File: src/hw/ebr_pkg.sv
// constants for the external bus read strobe and upper data lines
package ebr_pkg;
    // ------------------------------------------------------------
    // widths and layout
    // ------------------------------------------------------------
    localparam int ADDR_W = 17;
    localparam int DATA_W = 16;
    localparam int SHARED_LO = 7;
    localparam int PORTF_W = 9;
    localparam int CS_W = 4;
    localparam int CS_PROGRAM = 0;
    localparam int CS_DATA = 1;
    // ------------------------------------------------------------
    // reset values
    // ------------------------------------------------------------
    localparam logic [PORTF_W-1:0] PERIPH_RST = 9'h1ff;
    localparam logic [PORTF_W-1:0] DIR_RST = 9'h000;
    localparam logic [PORTF_W-1:0] PULLUP_RST = 9'h1ff;
    // ------------------------------------------------------------
    // timing
    // ------------------------------------------------------------
    localparam int CLK_PERIOD_PS = 8000;
    localparam int RD_LOW_NS = 32;
    localparam int RD_LOW_CYC = (RD_LOW_NS * 1000 + CLK_PERIOD_PS - 1) / CLK_PERIOD_PS;
    localparam int SYNC_MIN_CYC = 3;
    // ------------------------------------------------------------
    // states
    // ------------------------------------------------------------
    typedef enum logic [3:0] {
        ST_IDLE = 4'b0001,
        ST_SETUP = 4'b0010,
        ST_STROBE = 4'b0100,
        ST_HOLD = 4'b1000
    } ebr_state_t;
endpackage

File: src/hw/ebr_pin_if.sv
// carrier between pad inputs and their synchroniser
interface ebr_pin_if #(parameter int W = 16);
    logic [W-1:0] raw;
    logic [W-1:0] clean;
    modport sync (input raw, output clean);
    modport user (output raw, input clean);
endinterface

File: src/hw/ebr_top.sv
// read strobe, upper data lines and port f sharing of the external bus
module ebr_top
    import ebr_pkg::*;
#(
    parameter int RD_LOW_CYCLES = RD_LOW_CYC
) (
    input wire logic clock_in,
    input wire logic resetn_in,
    input wire logic rd_req_in,
    input wire logic rd_space_in,
    input wire logic [ADDR_W-1:0] rd_addr_in,
    input wire logic [CS_W-1:0] rd_cs_in,
    output logic rd_ready_out,
    output logic rd_done_out,
    output logic [DATA_W-1:0] rd_data_out,
    input wire logic bus_idle_drive_select_in,
    input wire logic system_pullup_disable_ctrl_in,
    input wire logic [PORTF_W-1:0] port_f_pullup_control_in,
    input wire logic port_f_cfg_write_in,
    input wire logic [PORTF_W-1:0] port_f_periph_en_in,
    input wire logic [PORTF_W-1:0] port_f_dir_in,
    input wire logic [PORTF_W-1:0] port_f_data_in,
    output logic [PORTF_W-1:0] general_port_f_in_out,
    input wire logic [DATA_W-1:0] data_line_in,
    output logic [DATA_W-1:0] data_line_out,
    output logic [DATA_W-1:0] data_line_oe_out,
    output logic read_strobe_n_out,
    output logic read_strobe_oe_out,
    output logic read_strobe_pullup_en_out,
    output logic [PORTF_W-1:0] port_f_pullup_en_out,
    output logic [ADDR_W-1:0] external_address_lines_out,
    output logic external_address_oe_out,
    output logic [CS_W-1:0] chip_select_lines_n_out,
    output logic chip_select_oe_out,
    output logic program_space_select_n_out,
    output logic data_space_select_n_out
);
    // ------------------------------------------------------------
    // parameter checks
    // ------------------------------------------------------------
    if (RD_LOW_CYCLES < SYNC_MIN_CYC || RD_LOW_CYCLES > 255) begin : g_chk
        $error("read strobe width out of range");
    end

    // ------------------------------------------------------------
    // helpers
    // ------------------------------------------------------------
    function automatic logic [DATA_W-1:0] widen_f(input logic [PORTF_W-1:0] v);
        widen_f = {v, {SHARED_LO{1'b0}}};
    endfunction

    // ------------------------------------------------------------
    // pad synchroniser
    // ------------------------------------------------------------
    ebr_pin_if #(.W(DATA_W)) bus_pins ();
    assign bus_pins.raw = data_line_in;
    ebr_sync #(.W(DATA_W)) u_sync (
        .clock_in(clock_in),
        .resetn_in(resetn_in),
        .pins(bus_pins)
    );

    // ------------------------------------------------------------
    // state
    // ------------------------------------------------------------
    ebr_state_t state;
    ebr_state_t next_state;
    logic [7:0] cnt;
    logic [7:0] next_cnt;
    logic [ADDR_W-1:0] addr_q;
    logic [ADDR_W-1:0] next_addr_q;
    logic [CS_W-1:0] cs_q;
    logic [CS_W-1:0] next_cs_q;
    logic [DATA_W-1:0] next_rd_data;
    logic next_strobe_n;
    logic next_strobe_oe;
    logic next_addr_oe;
    logic [DATA_W-1:0] next_data_oe;
    logic [DATA_W-1:0] next_data_out;
    logic [PORTF_W-1:0] periph_en;
    logic [PORTF_W-1:0] next_periph_en;
    logic [PORTF_W-1:0] dir;
    logic [PORTF_W-1:0] next_dir;
    logic [PORTF_W-1:0] gpio_out;
    logic [PORTF_W-1:0] next_gpio_out;
    logic [DATA_W-1:0] gpio_mask;
    logic active;

    assign gpio_mask = widen_f(~periph_en);
    assign active = (next_state != ST_IDLE);

    // ------------------------------------------------------------
    // read cycle sequencer
    // ------------------------------------------------------------
    always_comb begin
        next_state = state;
        next_cnt = cnt;
        next_addr_q = addr_q;
        next_cs_q = cs_q;
        next_rd_data = rd_data_out;
        case (state)
            ST_IDLE: begin
                if (rd_req_in) begin
                    next_addr_q = rd_addr_in;
                    // cs0 is program space, cs1 data space
                    next_cs_q = rd_cs_in;
                    next_cs_q[CS_PROGRAM] = rd_cs_in[CS_PROGRAM] | !rd_space_in;
                    next_cs_q[CS_DATA] = rd_cs_in[CS_DATA] | rd_space_in;
                    next_state = ST_SETUP;
                end
            end
            ST_SETUP: begin
                next_cnt = 8'(RD_LOW_CYCLES - 1);
                next_state = ST_STROBE;
            end
            ST_STROBE: begin
                if (cnt == 8'h00) begin
                    // full sixteen bits taken as the strobe rises
                    next_rd_data = bus_pins.clean;
                    next_state = ST_HOLD;
                end else begin
                    next_cnt = cnt - 8'h01;
                end
            end
            ST_HOLD: begin
                next_state = ST_IDLE;
            end
            default: begin
                next_state = ST_IDLE;
            end
        endcase
    end

    // ------------------------------------------------------------
    // pin drive
    // ------------------------------------------------------------
    always_comb begin
        // strobe low only inside a read cycle
        next_strobe_n = (next_state != ST_STROBE);
        // idle strobe floats or drives by the select bit
        next_strobe_oe = active | bus_idle_drive_select_in;
        // address and selects driven across the whole cycle
        next_addr_oe = active | bus_idle_drive_select_in;
        // bus-function lines are inputs during a read, gpio lines follow dir
        next_data_oe = ({DATA_W{!active & bus_idle_drive_select_in}} & ~gpio_mask)
                     | (widen_f(dir) & gpio_mask);
        next_data_out = widen_f(gpio_out) & gpio_mask;
    end

    // ------------------------------------------------------------
    // port f configuration
    // ------------------------------------------------------------
    always_comb begin
        next_periph_en = periph_en;
        next_dir = dir;
        next_gpio_out = gpio_out;
        if (port_f_cfg_write_in) begin
            next_periph_en = port_f_periph_en_in;
            next_dir = port_f_dir_in;
            next_gpio_out = port_f_data_in;
        end
    end

    always_ff @(posedge clock_in) begin
        if (!resetn_in) begin
            state <= ST_IDLE;
            cnt <= 8'h00;
            addr_q <= '0;
            cs_q <= '0;
            rd_data_out <= '0;
            read_strobe_n_out <= 1'b1;
            read_strobe_oe_out <= 1'b0;
            external_address_oe_out <= 1'b0;
            data_line_oe_out <= '0;
            data_line_out <= '0;
            // shared pins come up on the data bus
            periph_en <= PERIPH_RST;
            dir <= DIR_RST;
            gpio_out <= '0;
            port_f_pullup_en_out <= PULLUP_RST;
            read_strobe_pullup_en_out <= 1'b1;
        end else begin
            state <= next_state;
            cnt <= next_cnt;
            addr_q <= next_addr_q;
            cs_q <= next_cs_q;
            rd_data_out <= next_rd_data;
            read_strobe_n_out <= next_strobe_n;
            read_strobe_oe_out <= next_strobe_oe;
            external_address_oe_out <= next_addr_oe;
            data_line_oe_out <= next_data_oe;
            data_line_out <= next_data_out;
            periph_en <= next_periph_en;
            dir <= next_dir;
            gpio_out <= next_gpio_out;
            // pull-up bit n cleared turns pin n pull-up off
            port_f_pullup_en_out <= port_f_pullup_control_in;
            // control bit set turns the strobe pull-up off
            read_strobe_pullup_en_out <= !system_pullup_disable_ctrl_in;
        end
    end

    // ------------------------------------------------------------
    // outputs
    // ------------------------------------------------------------
    assign rd_ready_out = (state == ST_IDLE);
    assign rd_done_out = (state == ST_HOLD);
    assign external_address_lines_out = addr_q;
    assign chip_select_lines_n_out = ~cs_q;
    assign chip_select_oe_out = external_address_oe_out;
    assign program_space_select_n_out = chip_select_lines_n_out[CS_PROGRAM];
    assign data_space_select_n_out = chip_select_lines_n_out[CS_DATA];
    assign general_port_f_in_out = bus_pins.clean[DATA_W-1:SHARED_LO];

    // ------------------------------------------------------------
    // checks
    // ------------------------------------------------------------
    logic [7:0] low_run;
    always_ff @(posedge clock_in) begin
        if (!resetn_in) begin
            low_run <= 8'h00;
        end else if (!read_strobe_n_out) begin
            low_run <= low_run + 8'h01;
        end else begin
            low_run <= 8'h00;
        end
    end
endmodule

File: src/hw/ebr_sync.sv
// three stage pad synchroniser with agreement filter
module ebr_sync
    import ebr_pkg::*;
#(
    parameter int W = 16
) (
    input wire logic clock_in,
    input wire logic resetn_in,
    ebr_pin_if.sync pins
);
    logic [W-1:0] s1;
    logic [W-1:0] s2;
    logic [W-1:0] s3;
    logic [W-1:0] filt;
    logic [W-1:0] next_filt;

    // ------------------------------------------------------------
    // filter: take a bit once stages two and three agree
    // ------------------------------------------------------------
    always_comb begin
        next_filt = filt;
        for (int i = 0; i < W; i++) begin
            if (s2[i] == s3[i]) begin
                next_filt[i] = s3[i];
            end
        end
    end

    always_ff @(posedge clock_in) begin
        if (!resetn_in) begin
            s1 <= '0;
            s2 <= '0;
            s3 <= '0;
            filt <= '0;
        end else begin
            s1 <= pins.raw;
            s2 <= s1;
            s3 <= s2;
            filt <= next_filt;
        end
    end

    assign pins.clean = filt;
endmodule

File: config.mk
export PLATFORM = sky130hd
export DESIGN_NAME = ebr_top
export DESIGN_NICKNAME = d
export VERILOG_FILES = /design/src/hw/ebr_pkg.sv /design/src/hw/ebr_pin_if.sv /design/src/hw/ebr_top.sv /design/src/hw/ebr_sync.sv
export SDC_FILE = /design/constraint.sdc
export NUM_CORES = 1
export LEC_CHECK = 0
export ABC_CLOCK_PERIOD_IN_PS = 1900
export BUFFER_PORTS_ARGS = -buffer_cell sky130_fd_sc_hd__buf_2
export CORE_MARGIN = 3
export CORE_UTILIZATION = 46
export CTS_CLUSTER_SIZE = 24
export DETAILED_ROUTE_END_ITERATION = 10
export PLACE_DENSITY = 0.76
export SYNTH_ARGS = -nofsm -noshare
export SYNTH_HDL_FRONTEND = slang
export SYNTH_SLANG_ARGS = --single-unit
File: constraint.sdc
create_clock -name clock_in -period 1.9 [get_ports clock_in]
set_clock_uncertainty 0.05 [all_clocks]
set_input_delay 0.095 -clock clock_in [delete_from_list [all_inputs] [get_ports clock_in]]
set_output_delay 0.095 -clock clock_in [all_outputs]
set_load 0.005 [all_outputs]
* Yosys cells after proc, flatten, opt, wreduce, memory -nomap -nowiden
Cells that the tools add are included.
** Word-level totals
- Register bits :: 184
- Input bits :: 80
- Output and inout bits :: 96
- Logic and storage cells :: 81
** Cells by class
- Add/subtract/negate cells :: 1
- Eq/ne operators :: 23
- Multiplexer cells :: 5
- Bitwise logic cells :: 11
- Reductions and logical operators :: 8
** Operators by type and width (number)
- 16-bit AND :: 3
- 1-bit == test :: 16
- 16-bit NOT :: 1
- 16-bit bitwise OR :: 1
- 8-bit one-hot mux with 2 select lines :: 1
- 4-bit one-hot mux with 3 select lines :: 1
- 9-bit NOT :: 1
- 8-bit zero test :: 1
- 4-bit two-way mux :: 2
- 8-bit two-way mux :: 1
- 8-bit by 1-bit subtractor with 8-bit output (second input constant) :: 1
- 2-bit AND reduction :: 3
- 4-bit by 1-bit == test with 1-bit output (second input constant) :: 1
- 4-bit by 2-bit == test with 1-bit output (second input constant) :: 1
- 4-bit by 3-bit == test with 1-bit output (second input constant) :: 1
- 4-bit == test (second input constant) :: 1
- 4-bit by 1-bit inequality test with 1-bit output (second input constant) :: 1
- 4-bit by 3-bit inequality test with 1-bit output (second input constant) :: 1
- 4-bit NOT :: 1
- 1-bit zero test :: 3
- 1-bit bitwise OR :: 3
- 2-bit inequality test (second input constant) :: 1
- 2-bit nonzero test :: 1
- 1-bit AND :: 1

* Depth between registers and ports, before layout
- Word-level depth :: 8
- Depth in mapped cells :: 8

* Hierarchy
From an unflattened synthesis, not the netlist that was laid out.
** Unflattened totals
- Cells, all modules :: 567
- Area, all modules :: 5771.8 um2
** Modules (own cells, without submodules)
- ebr_top :: times used 1, cells an instance 400, area each 3876.2 um2, sequential area each 2142.1 um2
- ebr_sync :: times used 1, cells an instance 167, area each 1895.6 um2, sequential area each 1281.2 um2

* Worst setup path after synthesis
No wires, ideal clock.
- Kind :: reg-to-reg
- Start point :: register state[1]
- End point :: register rd_data_out[0]
- Library setup time :: 0.128 ns
- Arrival time :: 1.892 ns
- Data required time :: 1.722 ns
- Setup slack :: -0.169 ns
- Cell stages (with the launch flop) :: 8
- Clock period less this slack :: 2.069 ns
- Path through :: dfxtp_1 > buf_2 > or4b_1 > or4_1 > buf_6 > buf_6 > mux2i_1 > nor2_1
** Between the ends
- Cells in the longest elaborated chain, start to end :: 2
** Ends and longest elaborated chain
- from (decl) :: RTL line ebr_top.sv:66 : ebr_state_t state;
- from (signal assigned) :: RTL line ebr_top.sv:183 : state <= next_state;
- 4-bit by 3-bit == test with 1-bit output :: RTL line ebr_top.sv:101 : case (state)
- 2-bit AND reduction (no line)
- to (signal assigned) :: RTL line ebr_top.sv:187 : rd_data_out <= next_rd_data;
- to (decl) :: RTL line ebr_top.sv:15 : output logic [DATA_W-1:0] rd_data_out,
Every way passes these cells.
A chain may end at the register's enable or synchronous reset.

* Worst setup path in the final report
- Start point :: register state[3]
- End point :: register rd_data_out[10]
The elaborated chain is that of the path after synthesis.

==> results.json <==
{
  "hold_violations": 0,
  "antenna_found_initial": 0,
  "endpoint_kind": "flop",
  "gp_congestion": 0.804,
  "portBuffers": 168,
  "synth_top_area_share_pct": 59.0,
  "hpwlAfterDp_mm": 8.45,
  "drt_iter0_markers": 319,
  "drive_gt1_share_pct": 30.1,
  "period_share_pct": 103,
  "synthesis.area_um2": 5810,
  "setup_ws_ps": -52.2,
  "core-area_um2": 12200,
  "yosysTopAreaCell": "dfxtp_1",
  "p_leak_nw": 3.83,
  "ys_seq_area_share_pct": 59.0,
  "ir_drop_uv": 689,
  "violations": "setup timing",
  "crit_path_start_kind": "flop",
  "drv_slew": 0,
  "criticalPathCategory": "flop to flop",
  "setup_viol": 12,
  "nets": 899,
  "synth_simple_gate_area_share_pct": 17.9,
  "insertedDiodeCount": 0,
  "track_usage_pct": 21.4,
  "cts_made_buffers": 17,
  "worstSkewPairLatency_ps": 420,
  "route.layer.met1.wl_mm": 6.04,
  "final_cell_area_um2": 8280,
  "holdCritPathClass": "input port to flop",
  "die_h_um": 118,
  "synthCells": 575,
  "ys_types": 37,
  "grt_remaining_overflow": 0,
  "place_area_um2": 6760,
  "chipWidth_um": 118,
  "path_clk_slew_ps": 70,
  "seq_power_share_pct": 48.8,
  "synth_area_leaders": "dfxtp_1 59%, mux2i_1 9.7%, nand2_1 5.3%, and2_1 5.3%, a21oi_1 3.4%",
  "wl_met3_um": 950,
  "top_layer": "met4",
  "fin_crit_ps": 1950,
  "ant_nets": 0,
  "cts_tree": "yes",
  "pin_count": 176,
  "viasPerCell": 4.85,
  "crit_required_ps": 2150,
  "combPwrFrac_pct": 8.9,
  "fmax_mhz": 512,
  "drc": 0,
  "vias": 4846,
  "final.setup.tns_ps": -371,
  "ff_latch_area_um2": 3430,
  "start_util_pct": 47.7,
  "synth_compound_area_share_pct": 6.81,
  "synth_warnings": 0,
  "grt_pass1_wl_mm": 24.0,
  "synth_xor_area_share_pct": 0.151,
  "status": "finished, violations left",
  "grt_max_degree": 43,
  "synth.avg_cell_area_um2": 10.1,
  "netSwitchingFraction_pct": 25.0,
  "power.density_nw_per_um2": 941,
  "area_growth_pct": 42.6,
  "yosysMostFrequentCell": "dfxtp_1",
  "timing.max_cap.violations": 0,
  "std_cell_rows": 40,
  "synth_edf_count": 0,
  "grt_pass1_vias": 4859,
  "wl_met2_mm": 7.62,
  "crit_fanout": 5,
  "dr.pass1.iters": 4,
  "synth_seq_cells": 171,
  "worstPathArrival_ps": 2200,
  "nFillCells": 891,
  "multi_input_area_um2": 2180,
  "clock-root-buffer": "clkbuf_16",
  "wirelength_mm": 14.9,
  "h-tree-depth": 4,
  "die_area_um2": 14000,
  "intPower_mw": 5.85,
  "numClockSinks": 171,
  "synthTopCellsByCount": "171 x dfxtp_1, 82 x nand2_1, 56 x mux2i_1, 49 x and2_1",
  "synth_top_family_by_area": "simple AND/OR/NAND/NOR gates",
  "rsz0062_at_grt": "yes",
  "clockBufferDepth": 2,
  "p_sw_mw": 1.95,
  "detail_route.wl_per_cell_um": 15.0,
  "synthAdderAreaFrac_pct": 0.215,
  "synthArstFlopShare_pct": 0,
  "synth_ff_type": "dfxtp_1",
  "synth.area.mux_share_pct": 9.65,
  "p_clk_share_pct": 42.3
}
==> state kept, by name (all words and copies together) (netlist names), 8 cells and up <==
signal,cells
cnt,8
data_line_oe_out,10
data_line_out,9
dir,9
external_address_lines_out,17
gpio_out,9
periph_en,9
port_f_pullup_en_out,9
rd_data_out,16
u_sync.pins.clean,16
u_sync.s1,16
u_sync.s2,16
u_sync.s3,16
==> repair_timing <==
action / 4_1_cts / 5_1_grt
pin swaps: 3 / 3
endpoints found under the hold margin: 79 / 0
resized for setup: 14 / 17
buffers inserted: 2 / 0
gates cloned: 2 / 0
hold buffers: 78 / 0
setup endpoints to repair: 19 / 39
==> routing by layer <==
| layer | GRT usage, % | vias up |
|---|---|---|
| met5 | 0 | - |
| met4 | 8.79 | 0 |
| met3 | 6.79 | 27 |
| met2 | 37.1 | 185 |
| met1 | 24.4 | 2274 |
| li1 | - | 2360 |
==> cells in the final DEF (no fill, tap or decap), types with 3 or more instances in the layout <==
cell type / netlist / routed
dfxtp_1: 171 / 168
conb_1: 1 / 7
or4_4: 0 / 4
and2_1: 49 / 49
dfxtp_2: 0 / 3
inv_6: 0 / 5
a21oi_1: 39 / 38
nand2_1: 82 / 82
o21ai_0: 16 / 16
buf_6: 2 / 4
or3_1: 4 / 4
mux2i_1: 56 / 56
nor3b_1: 11 / 11
clkbuf_16: 0 / 17
inv_1: 9 / 9
dlygate4sd3_1: 0 / 78
nor2_1: 39 / 38
buf_2: 3 / 168
buf_4: 26 / 21
clkinv_8: 0 / 3
nand2b_1: 10 / 9
a211oi_2: 0 / 3
==> per-stage QoR <==
step | utilization, % | instances | hold WS, ps | total power [mW] | worst slack [ps]
6_report | 68.1 | 999 | 67.0 | 7.80 | -52.2
5_1_grt | 68.1 | 999 | 86.7 | 8.15 | -117
4_1_cts | 67.4 | 1000 | 31.3 | 7.84 | -59.2
3_5_place_dp | 55.6 | 886 | 209 | 4.41 | -135
3_3_place_gp | 55.6 | 886 | 206 | 4.38 | -71.0
2_1_floorplan | - | 581 | 107 | 4.18 | -120
==> power by group through the flow <==
| stage | Sequential [mW] | Clock, mW | Combinational [mW] |
|---|---|---|---|
| 4_1_cts | 3.80 | 3.38 | 0.666 |
| 2_1_floorplan | 3.87 | 0 | 0.305 |
| 5_1_grt | 3.82 | 3.57 | 0.758 |
| 3_5_place_dp | 3.88 | 0 | 0.527 |
| 6_report | 3.80 | 3.30 | 0.694 |
| 3_3_place_gp | 3.87 | 0 | 0.513 |
==> cell type report <==
type                       count  area share (%)
sequential                   171            41.4
multi-input combinational    346            26.4
timing repair buffer         272            22.3
clock buffer                  17            5.14
tap                          168            2.54
clock inverter                15            1.84
inverter                      10           0.453
==> logic make-up (layout without fill, tap and decap cells) <==
family,Yosys count,in the layout
DFF,171,171
xor gates and xnor gates,1,1
muxes,56,56
AOI/OAI and AO/OA,70,70
adders and majority gates,1,1
buffers and inverters,66,314
and+or+nand+nor,209,211
other,1,7
==> critical path, cell delays in order (launching register included) <==
cell and delay, ps:
dfxtp_2 320, or4b_4 570, or4_4 630, mux2i_1 220, nor2_1 50
==> worst paths after layout <==
check	startpoint	to	slack (ps)	depth (start not counted)
max reg2reg	state[3]$_SDFF_PN0_	rd_data_out[10]$_SDFFE_PN0P_	-50	4
min	rd_req_in	state[0]$_SDFF_PN1_	70	4
max	state[3]$_SDFF_PN0_	rd_data_out[10]$_SDFFE_PN0P_	-50	4
min reg2reg	u_sync.s1[1]$_SDFF_PN0_	u_sync.s2[1]$_SDFF_PN0_	380	1
Note: power is estimated with default switching activity, not from simulation.
